--- src/rtl/cshi_pkg.sv ---
package cshi_pkg;
    // register byte offsets on the apb bus
    localparam logic [7:0] OFS_STATUS = 8'h00;
    localparam logic [7:0] OFS_OVERFLOW = 8'h04;
    localparam logic [7:0] OFS_COMMAND = 8'h08;
    localparam logic [7:0] OFS_RESULT = 8'h0C;
    localparam logic [7:0] OFS_BIT_RATE = 8'h10;
    localparam logic [7:0] OFS_TIMING = 8'h14;
    localparam logic [7:0] OFS_ACC_CODE = 8'h18;
    localparam logic [7:0] OFS_ACC_MASK = 8'h1C;
    localparam logic [7:0] OFS_TX_ID = 8'h20;
    localparam logic [7:0] OFS_TX_CTRL = 8'h24;
    localparam logic [7:0] OFS_TX_DATA_LO = 8'h28;
    localparam logic [7:0] OFS_TX_DATA_HI = 8'h2C;
    localparam logic [7:0] OFS_RX_ID = 8'h30;
    localparam logic [7:0] OFS_RX_CTRL = 8'h34;
    localparam logic [7:0] OFS_RX_DATA_LO = 8'h38;
    localparam logic [7:0] OFS_RX_DATA_HI = 8'h3C;
    // controller status bit positions
    localparam int ST_BUS_OFF = 7;
    localparam int ST_ERROR = 6;
    localparam int ST_TX_BUSY = 5;
    localparam int ST_RX_BUSY = 4;
    localparam int ST_TX_DONE = 3;
    localparam int ST_TX_FREE = 2;
    localparam int ST_OVERRUN = 1;
    localparam int ST_RX_AVAIL = 0;
    // overflow flag bit positions
    localparam int OV_RX = 0;
    localparam int OV_CMD = 1;
    // control field positions (frame control word)
    localparam int CTL_LEN_LSB = 0;
    localparam int CTL_RTR = 4;
    localparam int CTL_FMT = 5;
    // identifier limits
    localparam logic [28:0] ID_MAX_STD = 29'h000003FF;
    localparam logic [28:0] ID_MAX_EXT = 29'h1FFFFFFF;
    localparam logic [3:0] MAX_LEN = 4'h8;
    // controller clock
    localparam int CTRL_CLK_HZ = 16000000;
    // commands written to the command register
    typedef enum logic [2:0] {
        CMD_NONE = 3'b000,
        CMD_INIT = 3'b001,
        CMD_RESET = 3'b010,
        CMD_QUEUE = 3'b011,
        CMD_FETCH = 3'b100,
        CMD_CLEAR = 3'b101
    } cshi_cmd_t;
    // result codes
    localparam logic [7:0] RES_SUCCESS = 8'h00;
    localparam logic [7:0] RES_NO_RESPONSE = 8'h15;
    localparam logic [7:0] RES_BUF_EMPTY = 8'h16;
    localparam logic [7:0] RES_BUF_FULL = 8'h17;
    localparam logic [7:0] RES_UNINIT = 8'h1C;
    // response time limit
    localparam int TIMEOUT_US = 10;
    localparam int CLK_MHZ = 100;
    localparam int TIMEOUT_CYC = TIMEOUT_US * CLK_MHZ;
endpackage

--- src/rtl/cshi_top.sv ---
`timescale 1ns/1ps
// Overview of operation
// - status bit 7 shows bus off
// - status bit 6 shows controller error
// - bits 5,4 show transmit, receive activity
// - bit 3 set when last transmit done
// - bit 2 shows transmit buffer free
// - bit 1 shows receive overrun
// - bit 0 shows frames waiting
// - overflow bit 1 command buffer overflow
// - overflow bit 0 receive buffer overflow
// - reset command clears error, overflow flags
// - reset restarts controller, recovers bus off
// - commands before init return code 28
// - bit timing bytes for 16 MHz
// - format flag: 0 standard, 1 extended
// - identifier masked to 29 bits for both frame formats
// - remote request flag per frame
// - payload length capped at eight bytes
// - fetch errors while buffer full flagged
// - codes 22 empty, 23 full
// - code 21 timeout, 0 success
// - overflow value 2 tx, 1 rx, 3 both
module cshi_top
    import cshi_pkg::*;
#(
    parameter int RX_DEPTH = 4,
    parameter int TIMEOUT = TIMEOUT_CYC
) (
    input wire logic SYS_CLK,
    input wire logic RST_N,
    input wire logic PSEL,
    input wire logic PENABLE,
    input wire logic PWRITE,
    input wire logic [7:0] PADDR,
    input wire logic [31:0] PWDATA,
    output logic [31:0] PRDATA,
    output logic PREADY,
    output logic PSLVERR,
    input wire logic CTRL_BUS_OFF,
    input wire logic CTRL_ERROR,
    input wire logic CTRL_TX_BUSY,
    input wire logic CTRL_RX_BUSY,
    input wire logic CTRL_TX_DONE,
    input wire logic CTRL_RX_VALID,
    input wire logic [28:0] CTRL_RX_ID,
    input wire logic [5:0] CTRL_RX_CTRL,
    input wire logic [63:0] CTRL_RX_DATA,
    output logic CTRL_RESTART,
    output logic CTRL_TX_START,
    output logic [28:0] CTRL_TX_ID,
    output logic [5:0] CTRL_TX_CTRL,
    output logic [63:0] CTRL_TX_DATA,
    output logic [31:0] CTRL_BIT_RATE,
    output logic [15:0] CTRL_TIMING,
    output logic [31:0] CTRL_ACC_CODE,
    output logic [31:0] CTRL_ACC_MASK
);
    // elaboration checks on values the logic cannot serve
    if (RX_DEPTH < 2 || RX_DEPTH > 16) begin : g_bad_depth
        $error("rx depth out of range");
    end
    if (TIMEOUT < 1) begin : g_bad_timeout
        $error("timeout must be positive");
    end

    localparam int PW = $clog2(RX_DEPTH);
    localparam int AW = PW + 1;
    localparam logic [AW-1:0] DEPTH_W = AW'(RX_DEPTH);

    logic rst_s1, rst_sync; // reset release synchroniser
    logic [7:0] sts_sync1, sts_sync2, sts_sync3, sts_live; // pin filter stages
    logic initialised; // set by init command
    logic [7:0] result; // last command result
    logic ov_rx, ov_cmd; // sticky overflow flags
    logic err_latched; // controller error held until reset
    logic tx_locked, tx_done; // transmit buffer state
    logic [31:0] timer; // response time limit counter
    logic done_seen; // done level at the previous edge
    logic done_rise; // controller finished a frame this cycle
    logic tx_timeout; // locked frame ran out of time
    logic [28:0] rx_id_mem [RX_DEPTH]; // received frame store
    logic [5:0] rx_ctl_mem [RX_DEPTH];
    logic [63:0] rx_dat_mem [RX_DEPTH];
    logic [PW-1:0] rd_ptr, wr_ptr;
    logic [AW-1:0] count;
    logic [28:0] out_id; // fetched frame
    logic [5:0] out_ctl;
    logic [63:0] out_dat;
    logic [7:0] status;
    logic wr, rd, cmd_wr;
    cshi_cmd_t cmd;
    logic rx_push, rx_pop;

    // async assert, synchronous release
    always_ff @(posedge SYS_CLK or negedge RST_N) begin
        if (!RST_N) begin
            rst_s1 <= 1'b0;
            rst_sync <= 1'b0;
        end else begin
            rst_s1 <= 1'b1;
            rst_sync <= rst_s1;
        end
    end

    // controller status pins pass three stages; change once stages two and three agree
    always_ff @(posedge SYS_CLK or negedge rst_sync) begin
        if (!rst_sync) begin
            sts_sync1 <= 8'h00;
            sts_sync2 <= 8'h00;
            sts_sync3 <= 8'h00;
            sts_live <= 8'h00;
        end else begin
            sts_sync1 <= {CTRL_BUS_OFF, CTRL_ERROR, CTRL_TX_BUSY, CTRL_RX_BUSY,
                          CTRL_TX_DONE, 3'b000};
            sts_sync2 <= sts_sync1;
            sts_sync3 <= sts_sync2;
            for (int i = 0; i < 8; i++) begin
                if (sts_sync2[i] == sts_sync3[i]) sts_live[i] <= sts_sync3[i];
            end
        end
    end

    // apb decode; zero wait states
    assign wr = PSEL && PENABLE && PWRITE;
    assign rd = PSEL && PENABLE && !PWRITE;
    assign cmd_wr = wr && (PADDR == OFS_COMMAND);
    assign cmd = cshi_cmd_t'(PWDATA[2:0]);
    assign PREADY = 1'b1;
    assign rx_push = CTRL_RX_VALID && (count != DEPTH_W);
    assign rx_pop = cmd_wr && (cmd == CMD_FETCH) && initialised && (count != '0) && !ov_rx;
    // done stays up after a frame, so only its rise ends a new one
    assign done_rise = sts_live[ST_TX_DONE] && !done_seen;
    // no time limit report when a reset command drops the frame
    assign tx_timeout = tx_locked && !done_rise && (timer == 32'(TIMEOUT - 1))
        && !(cmd_wr && cmd == CMD_RESET);

    // previous done level; resets low like the idle pin, so no false rise
    // limitation: a frame too short for the low to pass the filter ends by time limit
    always_ff @(posedge SYS_CLK or negedge rst_sync) begin
        if (!rst_sync) done_seen <= 1'b0;
        else done_seen <= sts_live[ST_TX_DONE];
    end

    // assemble the live status byte; reads never touch state
    always_comb begin
        status = 8'h00;
        status[ST_BUS_OFF] = sts_live[ST_BUS_OFF];
        status[ST_ERROR] = err_latched || sts_live[ST_ERROR];
        status[ST_TX_BUSY] = sts_live[ST_TX_BUSY];
        status[ST_RX_BUSY] = sts_live[ST_RX_BUSY];
        status[ST_TX_DONE] = tx_done;
        status[ST_TX_FREE] = !tx_locked;
        status[ST_OVERRUN] = ov_rx;
        status[ST_RX_AVAIL] = (count != '0);
    end

    // initialisation state and configuration registers
    always_ff @(posedge SYS_CLK or negedge rst_sync) begin
        if (!rst_sync) begin
            initialised <= 1'b0;
            CTRL_BIT_RATE <= 32'h00000000;
            CTRL_TIMING <= 16'h0000;
            CTRL_ACC_CODE <= 32'h00000000;
            CTRL_ACC_MASK <= 32'hFFFFFFFF;
        end else begin
            if (wr && PADDR == OFS_BIT_RATE) CTRL_BIT_RATE <= PWDATA;
            if (wr && PADDR == OFS_TIMING) CTRL_TIMING <= PWDATA[15:0];
            if (wr && PADDR == OFS_ACC_CODE) CTRL_ACC_CODE <= PWDATA;
            if (wr && PADDR == OFS_ACC_MASK) CTRL_ACC_MASK <= PWDATA;
            if (cmd_wr && cmd == CMD_INIT) initialised <= 1'b1;
        end
    end

    // transmit frame staging; length capped, id masked to 29 bits for both formats
    always_ff @(posedge SYS_CLK or negedge rst_sync) begin
        if (!rst_sync) begin
            CTRL_TX_ID <= 29'h00000000;
            CTRL_TX_CTRL <= 6'h00;
            CTRL_TX_DATA <= 64'h0000000000000000;
        end else if (!tx_locked) begin
            if (wr && PADDR == OFS_TX_ID) begin
                CTRL_TX_ID <= PWDATA[28:0] & ID_MAX_EXT;
            end
            if (wr && PADDR == OFS_TX_CTRL) begin
                CTRL_TX_CTRL[CTL_FMT] <= PWDATA[CTL_FMT];
                CTRL_TX_CTRL[CTL_RTR] <= PWDATA[CTL_RTR];
                CTRL_TX_CTRL[3:0] <= (PWDATA[3:0] > MAX_LEN) ? MAX_LEN : PWDATA[3:0];
            end
            if (wr && PADDR == OFS_TX_DATA_LO) CTRL_TX_DATA[31:0] <= PWDATA;
            if (wr && PADDR == OFS_TX_DATA_HI) CTRL_TX_DATA[63:32] <= PWDATA;
        end
    end

    // transmit lock, completion and time limit
    always_ff @(posedge SYS_CLK or negedge rst_sync) begin
        if (!rst_sync) begin
            tx_locked <= 1'b0;
            tx_done <= 1'b0;
            timer <= 32'h00000000;
            CTRL_TX_START <= 1'b0;
        end else begin
            CTRL_TX_START <= 1'b0;
            if (cmd_wr && cmd == CMD_RESET) begin
                tx_locked <= 1'b0;
                tx_done <= 1'b0;
                timer <= 32'h00000000;
            end else if (cmd_wr && cmd == CMD_QUEUE && initialised && !tx_locked) begin
                tx_locked <= 1'b1;
                tx_done <= 1'b0;
                timer <= 32'h00000000;
                CTRL_TX_START <= 1'b1;
            end else if (tx_locked) begin
                if (done_rise) begin
                    tx_locked <= 1'b0;
                    tx_done <= 1'b1;
                end else if (tx_timeout) begin
                    tx_locked <= 1'b0;
                end else begin
                    timer <= timer + 32'h00000001;
                end
            end
        end
    end

    // received frame store; oldest frame presented for fetch
    always_ff @(posedge SYS_CLK or negedge rst_sync) begin
        if (!rst_sync) begin
            rd_ptr <= '0;
            wr_ptr <= '0;
            count <= '0;
        end else if (cmd_wr && cmd == CMD_RESET) begin
            rd_ptr <= '0;
            wr_ptr <= '0;
            count <= '0;
        end else begin
            if (rx_push) wr_ptr <= (wr_ptr == PW'(RX_DEPTH - 1)) ? '0 : wr_ptr + 1'b1;
            if (rx_pop) rd_ptr <= (rd_ptr == PW'(RX_DEPTH - 1)) ? '0 : rd_ptr + 1'b1;
            if (rx_push && !rx_pop) count <= count + 1'b1;
            else if (rx_pop && !rx_push) count <= count - 1'b1;
        end
    end

    // frame memory write, no reset needed
    always_ff @(posedge SYS_CLK) begin
        if (rx_push) begin
            rx_id_mem[wr_ptr] <= CTRL_RX_ID;
            rx_ctl_mem[wr_ptr] <= CTRL_RX_CTRL;
            rx_dat_mem[wr_ptr] <= CTRL_RX_DATA;
        end
    end

    // fetched frame registers
    always_ff @(posedge SYS_CLK or negedge rst_sync) begin
        if (!rst_sync) begin
            out_id <= 29'h00000000;
            out_ctl <= 6'h00;
            out_dat <= 64'h0000000000000000;
        end else if (rx_pop) begin
            out_id <= rx_id_mem[rd_ptr];
            out_ctl <= rx_ctl_mem[rd_ptr];
            out_dat <= rx_dat_mem[rd_ptr];
        end
    end

    // sticky flags; set beats clear in the same cycle
    always_ff @(posedge SYS_CLK or negedge rst_sync) begin
        if (!rst_sync) begin
            ov_rx <= 1'b0;
            ov_cmd <= 1'b0;
            err_latched <= 1'b0;
        end else begin
            if (cmd_wr && (cmd == CMD_RESET || cmd == CMD_CLEAR)) begin
                ov_rx <= 1'b0;
                ov_cmd <= 1'b0;
            end
            if (cmd_wr && cmd == CMD_RESET) err_latched <= 1'b0;
            if (CTRL_RX_VALID && count == DEPTH_W) ov_rx <= 1'b1;
            if (cmd_wr && cmd == CMD_QUEUE && tx_locked && initialised) ov_cmd <= 1'b1;
            if (sts_live[ST_ERROR]) err_latched <= 1'b1;
        end
    end

    always_ff @(posedge SYS_CLK or negedge rst_sync) begin
        if (!rst_sync) CTRL_RESTART <= 1'b0;
        else CTRL_RESTART <= cmd_wr && (cmd == CMD_RESET);
    end

    // command result code
    always_ff @(posedge SYS_CLK or negedge rst_sync) begin
        if (!rst_sync) begin
            result <= RES_SUCCESS;
        end else if (tx_timeout) begin
            result <= RES_NO_RESPONSE;
        end else if (cmd_wr) begin
            if (!initialised && cmd != CMD_INIT) begin
                result <= RES_UNINIT;
            end else if (cmd == CMD_FETCH) begin
                if (ov_rx) result <= RES_BUF_FULL;
                else if (count == '0) result <= RES_BUF_EMPTY;
                else result <= RES_SUCCESS;
            end else if (cmd == CMD_QUEUE && tx_locked) begin
                result <= RES_BUF_FULL;
            end else begin
                result <= RES_SUCCESS;
            end
        end
    end

    // apb read mux; registered data, unmapped reads zero, with error only above OFS_RX_DATA_HI
    always_ff @(posedge SYS_CLK or negedge rst_sync) begin
        if (!rst_sync) begin
            PRDATA <= 32'h00000000;
        end else if (PSEL && !PENABLE && !PWRITE) begin
            case (PADDR)
                OFS_STATUS: PRDATA <= {24'h000000, status};
                // value 2 tx, 1 rx, 3 both
                OFS_OVERFLOW: PRDATA <= {30'h00000000, ov_cmd, ov_rx};
                OFS_RESULT: PRDATA <= {24'h000000, result};
                OFS_BIT_RATE: PRDATA <= CTRL_BIT_RATE;
                OFS_TIMING: PRDATA <= {16'h0000, CTRL_TIMING};
                OFS_ACC_CODE: PRDATA <= CTRL_ACC_CODE;
                OFS_ACC_MASK: PRDATA <= CTRL_ACC_MASK;
                OFS_RX_ID: PRDATA <= {3'b000, out_id};
                OFS_RX_CTRL: PRDATA <= {26'h0000000, out_ctl};
                OFS_RX_DATA_LO: PRDATA <= out_dat[31:0];
                OFS_RX_DATA_HI: PRDATA <= out_dat[63:32];
                default: PRDATA <= 32'h00000000;
            endcase
        end
    end

    // address above OFS_RX_DATA_HI gives slave error in access phase
    always_comb begin
        PSLVERR = 1'b0;
        if (PSEL && PENABLE && PADDR > OFS_RX_DATA_HI) PSLVERR = 1'b1;
    end

    property p_rx_avail;
        @(posedge SYS_CLK) disable iff (!rst_sync)
        status[ST_RX_AVAIL] == (count != '0);
    endproperty
    a_rx_avail: assert property (p_rx_avail) else $error("avail bit wrong");

    property p_uninit;
        @(posedge SYS_CLK) disable iff (!rst_sync)
        (cmd_wr && !initialised && cmd != CMD_INIT) |=> result == RES_UNINIT;
    endproperty
    a_uninit: assert property (p_uninit) else $error("uninit code missing");

    property p_ov_rx;
        @(posedge SYS_CLK) disable iff (!rst_sync)
        (CTRL_RX_VALID && count == DEPTH_W) |=> ov_rx && status[ST_OVERRUN];
    endproperty
    a_ov_rx: assert property (p_ov_rx) else $error("rx overflow not set");

    property p_reset_clear;
        @(posedge SYS_CLK) disable iff (!rst_sync)
        (cmd_wr && cmd == CMD_RESET && !CTRL_RX_VALID && !sts_live[ST_ERROR])
            |=> !ov_rx && !ov_cmd && !err_latched && CTRL_RESTART;
    endproperty
    a_reset_clear: assert property (p_reset_clear) else $error("reset left flags");

    property p_len_cap;
        @(posedge SYS_CLK) disable iff (!rst_sync)
        CTRL_TX_CTRL[3:0] <= MAX_LEN;
    endproperty
    a_len_cap: assert property (p_len_cap) else $error("length above eight");

    property p_tx_free;
        @(posedge SYS_CLK) disable iff (!rst_sync)
        $rose(CTRL_TX_START) |-> !status[ST_TX_FREE] && !status[ST_TX_DONE];
    endproperty
    a_tx_free: assert property (p_tx_free) else $error("tx buffer not locked");

    property p_tx_done;
        @(posedge SYS_CLK) disable iff (!rst_sync)
        (tx_locked && done_rise && !cmd_wr) |=> status[ST_TX_DONE];
    endproperty
    a_tx_done: assert property (p_tx_done) else $error("done not shown");

    property p_timeout;
        @(posedge SYS_CLK) disable iff (!rst_sync)
        tx_timeout |=> result == RES_NO_RESPONSE && status[ST_TX_FREE];
    endproperty
    a_timeout: assert property (p_timeout) else $error("timeout code missing");

    property p_empty;
        @(posedge SYS_CLK) disable iff (!rst_sync)
        (cmd_wr && cmd == CMD_FETCH && initialised && !ov_rx && count == '0)
            |=> result == RES_BUF_EMPTY;
    endproperty
    a_empty: assert property (p_empty) else $error("empty code missing");

    property p_bus_off;
        @(posedge SYS_CLK) disable iff (!rst_sync)
        $past(sts_sync3[ST_BUS_OFF]) == $past(sts_sync2[ST_BUS_OFF])
            |-> status[ST_BUS_OFF] == $past(sts_sync3[ST_BUS_OFF]);
    endproperty
    a_bus_off: assert property (p_bus_off) else $error("bus off bit wrong");
endmodule

--- config.mk ---
export PLATFORM = sky130hd
export DESIGN_NAME = cshi_top
export DESIGN_NICKNAME = d
export VERILOG_FILES = /design/src/rtl/cshi_pkg.sv /design/src/rtl/cshi_top.sv
export SDC_FILE = /design/constraint.sdc
export NUM_CORES = 1
export LEC_CHECK = 0
export BUFFER_PORTS_ARGS = -buffer_cell sky130_fd_sc_hd__buf_2
export CAP_MARGIN = 10
export CORE_MARGIN = 2
export CORE_UTILIZATION = 55
export DETAILED_ROUTE_END_ITERATION = 16
export PLACE_DENSITY = 0.76
export SYNTH_ARGS = -nofsm -noshare
export SYNTH_HDL_FRONTEND = slang
export SYNTH_SLANG_ARGS = --single-unit
--- constraint.sdc ---
create_clock -name SYS_CLK -period 14.3 [get_ports SYS_CLK]
set_input_delay 2.86 -clock SYS_CLK [delete_from_list [all_inputs] [get_ports SYS_CLK]]
set_output_delay 2.86 -clock SYS_CLK [all_outputs]
set_load 0.05 [all_outputs]
==> out/metrics.yaml, run 1 <==
die:
  rows: 88
  core_area_um2: 57800
  dieWidth_um: 246
  die_area_um2: 60500
  ioPinCount: 397
  start_util_pct: 55.7
  dieHeight_um: 246
grt:
  grt_start_max_net_pins: 87
  grt_pass1_vias: 20031
  busiest_layer: "met2"
  grtUsageMet2_pct: 43.0
  grtUsageMet3_pct: 6.34
  overflow: 0
  antenna_found_initial: 31
  grt.met1_usage_pct: 37.7
  grt_usage_pct: 27.4
  grt_pass1_wl_um: 124000
logic_synthesis:
  seq_area_frac_synth_pct: 69.4
  ys.flop_type: "edfxtp_1"
  ys_ff_latch: 812
  syn_area_um2: 32200
  ys_warn_count: 0
  async_reset_ff_share_pct: 51.2
  synth_edf_count: 396
  syn_inst: 2074
  yosysUniqueCellTypes: 70
  syn_avg_cell_area_um2: 15.5
critical_path:
  worstPathArrival_ns: 5.03
  cp_slowest_cell: "nor4bb_4"
  worstSetupStartpointType: "input port"
  slowest_delay_ns: 1.07
  cp_max_fo: 15
  critical_path.startpoint: "PADDR[5]"
  r2r-start: "count[2]"
  crit_type: "input port to output pin"
  required_ns: 11.44
  worst_path_most_repeated_cell: "buf_2"
  cp-end-kind: "output pin"
  cp_cell_sequence: "buf_2, nor4bb_4, nand4_1, a21oi_1, buf_2"
clocking:
  cts_buffer_depth: 3
  path_clk_slew_ns: 0.06
  root_buffer: "clkbuf_16"
  cts_resized: 0
  htreeDepth: 3
  clock_latency_ns: 0.64
  postCtsHoldBufs: 0
  cts_tree: "built"
  cts_inserted_buffers: 81
  postCtsSetupRepairBufs: 0
  clock-sinks: 812
routing:
  drt_iter0_markers: 1753
  dr.pass1.iters: 6
  vias: 19896
  wl_per_cell_um: 25.0
  drc: 0
  wl_um: 82700
  ant_nets: 0
  drt-vias-per-instance: 6.02
timing:
  setup_viol: 0
  fin_skew_ns: 0.0298
  relSlewSlack_pct: 22.0
  post-route-period-util_pct: 55.2
  fin_ws_ns: 6.41
  tns_ns: 0
  min_period_ns: 7.89
  grt_setup_unrepaired: "false"
  fmax_mhz: 127
  worst_pin_slew_ns: 1.17
  hold_viol: 0
  slew_violations: 0
worst_hold_path:
  hp-class: "flip-flop to flip-flop"
  hp-start: "sts_sync1[3]"
layout:
  final_cell_mix: "396 x edfxtp_1, 395 x buf_2, 381 x dfrtp_1, 365 x nand2_1, 214 x mux2_2"
  nNetsFinal: 2617
  nFillCells: 4130
  syn_to_final_growth_pct: 16.7
  layout-drive-gt1-share_pct: 36.7
  final_common_cell: "edfxtp_1"
power_and_ir_drop:
  p_per_area_nw_per_um2: 142
  vdd_drop_max_uv: 114
  leakagePower_nw: 16.4
place:
  port-buffer-count: 395
  place.gp.congestion: 0.885
  place_ws_ns: 6.43
  dpl.hpwl_um: 54100
job:
  cap_violations: 0
status:
  status: "completed"
-- where the power goes --
part / switching, mW / internal [mW] / total, mW
clock: 0.896 / 1.20 / 2.10
sequential: 0.0755 / 2.73 / 2.81
combinational: 0.304 / 0.134 / 0.438
-- cells in the mapped netlist, drive strengths merged (2+ instances only) --
master | n | area share (%)
or4 | 9 | 0.21
or3 | 5 | 0.097
a222oi | 9 | 0.28
o21a | 2 | 0.047
o211ai | 3 | 0.070
maj3 | 5 | 0.16
and3 | 8 | 0.16
a211o | 3 | 0.082
o31ai | 5 | 0.12
a21oi | 34 | 0.53
or2 | 2 | 0.039
and2 | 10 | 0.19
nand2b | 23 | 0.45
dfrtp | 384 | 30
nand4 | 14 | 0.29
a21o | 4 | 0.093
and4 | 2 | 0.054
a21boi | 4 | 0.093
dfstp | 32 | 2.6
mux4 | 103 | 7.2
edfxtp | 396 | 37
o21ai | 16 | 0.25
o22a | 2 | 0.054
ha | 6 | 0.23
nor2b | 11 | 0.21
a31o | 2 | 0.054
a22oi | 67 | 1.6
nor3b | 3 | 0.070
a32oi | 5 | 0.14
inv | 12 | 0.14
nor4b | 4 | 0.13
nor4 | 11 | 0.30
mux2i | 28 | 0.87
nor2 | 19 | 0.23
nand3 | 52 | 0.81
a211oi | 3 | 0.070
buf | 72 | 1.1
nor3 | 10 | 0.17
mux2 | 214 | 7.5
a22o | 45 | 1.2
nand2 | 370 | 4.3
clkbuf | 48 | 0.56
a221oi | 2 | 0.054
-- critical path, delay by kind of cell --
kind | cells | cell delay, ns
AO/OA/AOI/OAI | 1 | 0.31
AND/OR/NAND/NOR | 2 | 1.28
buffers and inverters | 2 | 0.57
-- state kept, by name, indices dropped and copies added (netlist names), 4 cells and up --
register and flops:
sts_sync1 5, sts_live 5, CTRL_TX_CTRL 6, result 4
out_dat 64, rx_ctl_mem 24, CTRL_BIT_RATE 32, CTRL_ACC_CODE 32
CTRL_TX_ID 29, out_ctl 6, sts_sync3 5, CTRL_TIMING 16
rx_id_mem 116, out_id 29, rx_dat_mem 256, sts_sync2 5
PRDATA 32, timer 32, CTRL_ACC_MASK 32, CTRL_TX_DATA 64
-- path summary, 6_finish.rpt --
| path | slack (ns) | to | cells past startpoint |
|---|---|---|---|
| worst max register to register | 11.15 | rx_dat_mem[1][60] | 4 |
| worst min-delay path | 0.35 | sts_sync2[3] | 0 |
| max in group asynchronous | 11.46 | out_dat[12] | 2 |
| worst min register to register | 0.35 | sts_sync2[3] | 0 |
| worst max-delay path | 6.41 | PSLVERR | 5 |
| min in group asynchronous | 0.43 | CTRL_TX_DATA[43] | 0 |
-- cell families (layout without fill, tap and decap cells) --
| group | count (synthesis) | count (layout) | synth area share [%] |
|---|---|---|---|
| compound gates | 211 | 211 | 4.85 |
| xor+xnor | 1 | 1 | 0.0272 |
| fa+ha+maj | 12 | 12 | 0.451 |
| buf+inv | 132 | 585 | 1.80 |
| flops | 812 | 812 | 69.4 |
| mux | 345 | 345 | 15.6 |
| other cells | 1 | 14 | 0.0116 |
| simple gates | 560 | 560 | 7.94 |
-- per-stage QoR --
step                      power, mW  hold slack, ns  area, µm²  utilization (%)  instances
final                          5.34           0.352      37600             65.0       3305
after global routing           5.53           0.359      37600             65.0       3302
after CTS                      5.38           0.351      37600             65.0       3292
after detailed placement       3.29           0.338      34900             60.3       3141
after global placement         3.26           0.337      34900             60.3       3141
after floorplan                3.12           0.331      32200                -       2075
-- cell type report --
class | instances | area (µm²) | share of cell area (%)
diodes | 12 | 30.0 | 0.0799
clock inverters | 30 | 302 | 0.802
multi-input cells | 1131 | 9360 | 24.9
clock buffers | 121 | 2370 | 6.32
inverters | 12 | 45.0 | 0.120
well taps | 765 | 957 | 2.55
repair buffers | 422 | 2180 | 5.80
flip-flops and latches | 812 | 22400 | 59.5
-- routing by layer --
layer  wire [µm]  up-vias
li1            -     8573
met2       39700      893
met1       33400    10210
met3        7170      190
met5         184        -
met4        2250       30
(Power assumes the default switching activity.)
==> run 2, diff against run 1 <==
==> constraint.sdc (replaced) <==
create_clock -name SYS_CLK -period 7.35 [get_ports SYS_CLK]
set_input_delay 1.47 -clock SYS_CLK [delete_from_list [all_inputs] [get_ports SYS_CLK]]
set_output_delay 1.47 -clock SYS_CLK [all_outputs]
set_load 0.05 [all_outputs]
==> run 2 against run 1 <==
Effect of this change:
- combinational power is 99% higher
- worst hold slack worse by 0.0067 ns
- largest cell class unchanged
- core utilization up 0.15 points
- critical endpoint unchanged
==> out/metrics.yaml, run 2 (synthesized netlist as in run 1, its figures left out) <==
critical_path:
  worstPathArrival_ns: 3.54  # -1.49 ns
  r2r_cells: 4  # unchanged
  critPathBufInv: 2  # unchanged
  required_ns: 5.88  # -5.56 ns
  cp-end-kind: "output pin"
  critical_path_depth: 5  # unchanged
  worstSetupStartpointType: "input port"
  worst_path_most_repeated_cell: "buf_2"
  rrSetupSlack_ns: 4.31  # -6.84 ns
  crit_family: "simple AND/OR/NAND/NOR gates"
  slowest_delay_ns: 1.06  # about the same
  cp_max_fo: 15  # unchanged
  cp_slowest_cell: "nor4bb_4"
  cp_cell_sequence: "buf_2, nor4bb_4, nand4_1, a21oi_1, buf_2"
  crit_type: "input port to output pin"
place:
  post-place-cells: 3136  # -0.16%
  dpl_cell_area_um2: 34900  # about the same
  place.gp.congestion: 0.925  # +4.5%
  dpl.hpwl_um: 54500  # +0.86%
  port-buffer-count: 395  # unchanged
  place_ws_ns: 2.41  # -4.02 ns
clocking:
  postCtsHoldBufs: 0  # unchanged
  htreeDepth: 3  # unchanged
  cts_inserted_buffers: 80  # -1.2%
  cts_buffer_depth: 3  # unchanged
  cts_resized: 0  # unchanged
  clock-sinks: 812  # unchanged
  root_buffer: "clkbuf_16"
  path_clk_slew_ns: 0.06  # about the same
  clock_latency_ns: 0.62  # -0.02 ns
  postCtsSetupRepairBufs: 0  # unchanged
  cts_tree: "built"
die:
  core_area_um2: 57800  # unchanged
  start_util_pct: 55.7  # unchanged
  rows: 88  # unchanged
  ioPinCount: 397  # unchanged
  die_area_um2: 60500  # unchanged
  dieHeight_um: 246  # unchanged
  dieWidth_um: 246  # unchanged
layout:
  regMostFlops: "rx_dat_mem"
  reg_top3: "rx_dat_mem (256), rx_id_mem (116)"
  final_common_cell: "edfxtp_1"
  largest_reg_flops: 256  # unchanged
  nNetsFinal: 2613  # -0.15%
  fin_cells: 3300  # -0.15%
  final_cell_mix: "396 x edfxtp_1, 395 x buf_2, 381 x dfrtp_1, 365 x nand2_1, 214 x mux2_2"
  nFillCells: 4072  # -1.4%
  layout-drive-gt1-share_pct: 36.6  # -0.14 points
  syn_to_final_growth_pct: 17.0
  postLayoutCellArea_um2: 37700  # +0.23%
  final_core_utilization_pct: 65.2  # +0.15 points
routing:
  drc: 0  # unchanged
  ant_nets: 0  # unchanged
  vias: 19838  # -0.29%
  wl_um: 81700  # -1.1%
  wl_per_cell_um: 24.8  # -0.98%
  drt-vias-per-instance: 6.01  # -0.14%
  drt_iter0_markers: 2120  # +21%
  dr.pass1.iters: 6  # unchanged
worst_hold_path:
  holdPathStages: 0  # unchanged
  hp-class: "flip-flop to flip-flop"
grt:
  antenna_found_initial: 31  # unchanged
  grt_pass1_vias: 19786  # -1.2%
  grt.met1_usage_pct: 38.4  # +0.70 points
  overflow: 0  # unchanged
  grt_pass1_wl_um: 123000  # -0.69%
  grtUsageMet2_pct: 42.5  # -0.53 points
  grt_start_max_net_pins: 133  # +53%
  grtUsageMet3_pct: 6.22  # -0.12 points
  busiest_layer: "met2"
  grt_usage_pct: 27.2  # -0.16 points
job:
  cap_violations: 0  # unchanged
timing:
  hold_viol: 0  # unchanged
  setup_viol: 0  # unchanged
  post-route-period-util_pct: 68.1
  min_period_ns: 5.01
  tns_ns: 0  # unchanged
  relSlewSlack_pct: 23.1  # +1.2 points
  worst_pin_slew_ns: 1.15  # -0.0177 ns
  slew_violations: 0  # unchanged
  fin_skew_ns: 0.0245  # -0.00533 ns
  fin_ws_ns: 2.34  # -4.07 ns
  grt_setup_unrepaired: "false"
  fmax_mhz: 200
power_and_ir_drop:
  vdd_drop_max_uv: 187  # +64%
  leakagePower_nw: 16.4  # about the same
  p_per_area_nw_per_um2: 279  # +97%
status:
  status: "completed"
run 2: area by class of cell:
type	instances	area, µm²	area share (%)
diodes	11	27.5	0.0730
multi-input cells	1131	9360	24.8
repair buffers	419	2190	5.81
flip-flops and latches	812	22400	59.3
clock inverters	37	467	1.24
clock buffers	113	2290	6.07
well taps	765	957	2.54
inverters	12	45.0	0.120
run 2: metrics by stage:
step / hold WS [ns] / power (mW)
after floorplan: 0.331 / 6.07
after global placement: 0.336 / 6.37
after detailed placement: 0.336 / 6.42
after CTS: 0.347 / 10.6
after global routing: 0.356 / 10.9
final: 0.346 / 10.5
run 2: final timing paths:
kind                                    endpoint         start
worst min-delay path                sts_sync2[3]  sts_sync1[3]
max in group asynchronous              out_id[3]      rst_sync
worst max-delay path                     PSLVERR      PADDR[5]
min in group asynchronous       CTRL_TX_DATA[48]      rst_sync
worst max register to register  rx_id_mem[3][27]      count[2]
worst min register to register      sts_sync2[3]  sts_sync1[3]
run 2: report_power, final:
group / switching (mW) / total, mW / internal (mW)
clock: 1.70 / 4.20 / 2.50
sequential: 0.148 / 5.46 / 5.31
combinational: 0.610 / 0.873 / 0.263
total: 2.45 / 10.5 / 8.08
run 2: routing by layer:
layer  wire length, µm  up-vias
met2             38900      896
met3              6880      173
li1                  -     8568
met5               193        -
met1             33500    10171
met4              2290       30
==> run 3, diff against run 2 <==
==> constraint.sdc (replaced) <==
create_clock -name SYS_CLK -period 4.9 [get_ports SYS_CLK]
set_input_delay 0.98 -clock SYS_CLK [delete_from_list [all_inputs] [get_ports SYS_CLK]]
set_output_delay 0.98 -clock SYS_CLK [all_outputs]
set_load 0.05 [all_outputs]
==> run 3 against run 2 <==
Effect of this change:
- die area unchanged
- flip-flop and latch count unchanged
- critical path depth unchanged
- sequential share of layout area decreased by 0.10 points
- sequential power increased by 50%
- clock power increased by 46%
- design area increased by 0.17%
- critical path type unchanged
- combinational power increased by 51%
- register-to-register slack got worse by 2.2 ns
- non-clock buffer count increased by 14
==> out/metrics.yaml, run 3 (synthesized netlist as in run 1, its figures left out) <==
status:
  status: "completed"
critical_path:
  rrSetupSlack_ns: 2.15  # -2.16 ns
  slowest_delay_ns: 0.39  # -0.67 ns
  cp_max_fo: 10  # -5
  cp_slowest_cell: "nor4bb_4"
  worstPathArrival_ns: 2.27  # -1.27 ns
  crit_type: "input port to output pin"
  worst_path_most_repeated_cell: "buf_2"
  reg2reg_to: "CTRL_TX_DATA[57]"
  r2r-start: "tx_locked"
  r2r_cells: 3  # -1
  worstSetupStartpointType: "input port"
  cp_cell_sequence: "buf_2, nor4bb_4, nand4_1, a21oi_1, buf_2"
  required_ns: 3.92  # -1.96 ns
  cp-end-kind: "output pin"
  critical_path.startpoint: "PADDR[5]"
clocking:
  postCtsHoldBufs: 0  # unchanged
  clock-sinks: 812  # unchanged
  postCtsSetupRepairBufs: 0  # unchanged
  cts_resized: 0  # unchanged
  htreeDepth: 3  # unchanged
  cts_buffer_depth: 3  # unchanged
  path_clk_slew_ns: 0.06  # about the same
  cts_tree: "built"
  cts_inserted_buffers: 82  # +2.5%
  clock_latency_ns: 0.64  # +0.02 ns
  root_buffer: "clkbuf_16"
die:
  start_util_pct: 55.7  # unchanged
  rows: 88  # unchanged
  core_area_um2: 57800  # unchanged
  dieWidth_um: 246  # unchanged
  ioPinCount: 397  # unchanged
  die_area_um2: 60500  # unchanged
  dieHeight_um: 246  # unchanged
power_and_ir_drop:
  p_clk_share_pct: 39.3  # -0.6 points
  vdd_drop_max_uv: 280  # +50%
  p_total_mw: 15.6  # +49%
  combPwrFrac_pct: 8.4  # about the same
  p_per_area_nw_per_um2: 414  # +48%
  leakagePower_nw: 16.5  # +0.45%
  switchingPower_mw: 3.75  # +53%
  seqPwrFrac_pct: 52.3  # +0.5 points
  internal_power_mw: 11.9  # +47%
  swShare_pct: 24.0  # +0.68 points
grt:
  grt_start_max_net_pins: 120  # -9.8%
  grt_usage_pct: 27.3  # +0.11 points
  antenna_found_initial: 25  # -19%
  overflow: 0  # unchanged
  grt_pass1_vias: 20061  # +1.4%
  grt_pass1_wl_um: 124000  # +0.97%
timing:
  fin_skew_ns: 0.0245  # +0.0000512 ns
  tns_ns: 0  # unchanged
  timing.hold.ws_ns: 0.129  # -0.217 ns
  min_period_ns: 3.25
  setup_viol: 0  # unchanged
  hold_viol: 0  # unchanged
  worst_pin_slew_ns: 1.11  # -0.0457 ns
  fmax_mhz: 308
  slew_violations: 0  # unchanged
  relSlewSlack_pct: 26.1  # +2.9 points
  grt_setup_unrepaired: "false"
  fin_ws_ns: 1.65  # -0.692 ns
  post-route-period-util_pct: 66.3
place:
  port-buffer-count: 395  # unchanged
  dpl_cell_area_um2: 35000  # +0.51%
  place.gp.congestion: 0.900  # -2.6%
  place_ws_ns: 1.17  # -1.24 ns
  dpl.hpwl_um: 55000  # +0.81%
layout:
  nFillCells: 4051  # -0.52%
  largest_reg_flops: 256  # unchanged
  reg_top3: "rx_dat_mem (256), rx_id_mem (116)"
  nNetsFinal: 2629  # +0.61%
  syn_to_final_growth_pct: 17.2
  postLayoutCellArea_um2: 37700  # +0.17%
  final_common_cell: "edfxtp_1"
  layout-drive-gt1-share_pct: 37.0  # +0.45 points
  regMostFlops: "rx_dat_mem"
  final_cell_mix: "396 x edfxtp_1, 395 x buf_2, 381 x dfrtp_1, 365 x nand2_1, 214 x mux2_2"
routing:
  drt_iter0_markers: 1742  # -18%
  wl_um: 82500  # +0.97%
  dr.pass1.iters: 6  # unchanged
  vias: 19892  # +0.27%
  drt-vias-per-instance: 6.00  # -0.21%
  wl_per_cell_um: 24.9  # +0.49%
  ant_nets: 0  # unchanged
  drc: 0  # unchanged
job:
  cap_violations: 0  # unchanged
worst_hold_path:
  hp-class: "input port to async pin"
-- run 3: worst max-delay path: cells and delay by family --
kind,cells,cell delay (ns)
AO/OA/AOI/OAI,1,0.18
buffers and inverters,2,0.56
AND/OR/NAND/NOR,2,0.54
-- run 3: per-stage QoR --
step	std cells	utilization [%]
after floorplan	2075	-
after detailed placement	3153	60.6
after CTS	3307	65.3
final	3316	65.3
after global placement	3153	60.6
after global routing	3312	65.3
-- run 3: routing by layer --
metal / share of wire [%] / vias up / track usage (%)
li1: - / 8595 / -
met4: 3.4 / 28 / 10.6
met5: 0.19 / - / 0
met1: 41 / 10226 / 38.3
met3: 8.3 / 191 / 6.34
met2: 47 / 852 / 42.0
-- run 3: how the worst max path moves through the flow --
stage	endpoint	slack [ns]	cells past startpoint
after CTS	PSLVERR	1.66	5
after floorplan	rx_ctl_mem[1][0]	0.79	3
after global routing	PSLVERR	1.58	5
after detailed placement	CTRL_TX_DATA[22]	1.17	5
final	PSLVERR	1.65	5
after global placement	CTRL_TX_DATA[56]	1.22	5
-- run 3: area by class of cell --
class / instances / area (µm²) / share of cell area (%)
multi-input cells: 1131 / 9360 / 24.8
flip-flops and latches: 812 / 22400 / 59.2
diodes: 9 / 22.5 / 0.0597
well taps: 765 / 957 / 2.54
clock buffers: 109 / 2230 / 5.92
repair buffers: 433 / 2340 / 6.19
clock inverters: 45 / 443 / 1.17
inverters: 12 / 45.0 / 0.119
-- run 3: power groups by stage --
stage,clock (mW),combinational [mW],sequential (mW)
after floorplan,0,0.684,8.41
after global placement,0,1.30,8.24
after detailed placement,0,1.33,8.30
after CTS,6.23,1.34,8.17
after global routing,6.51,1.43,8.22
final,6.15,1.32,8.17
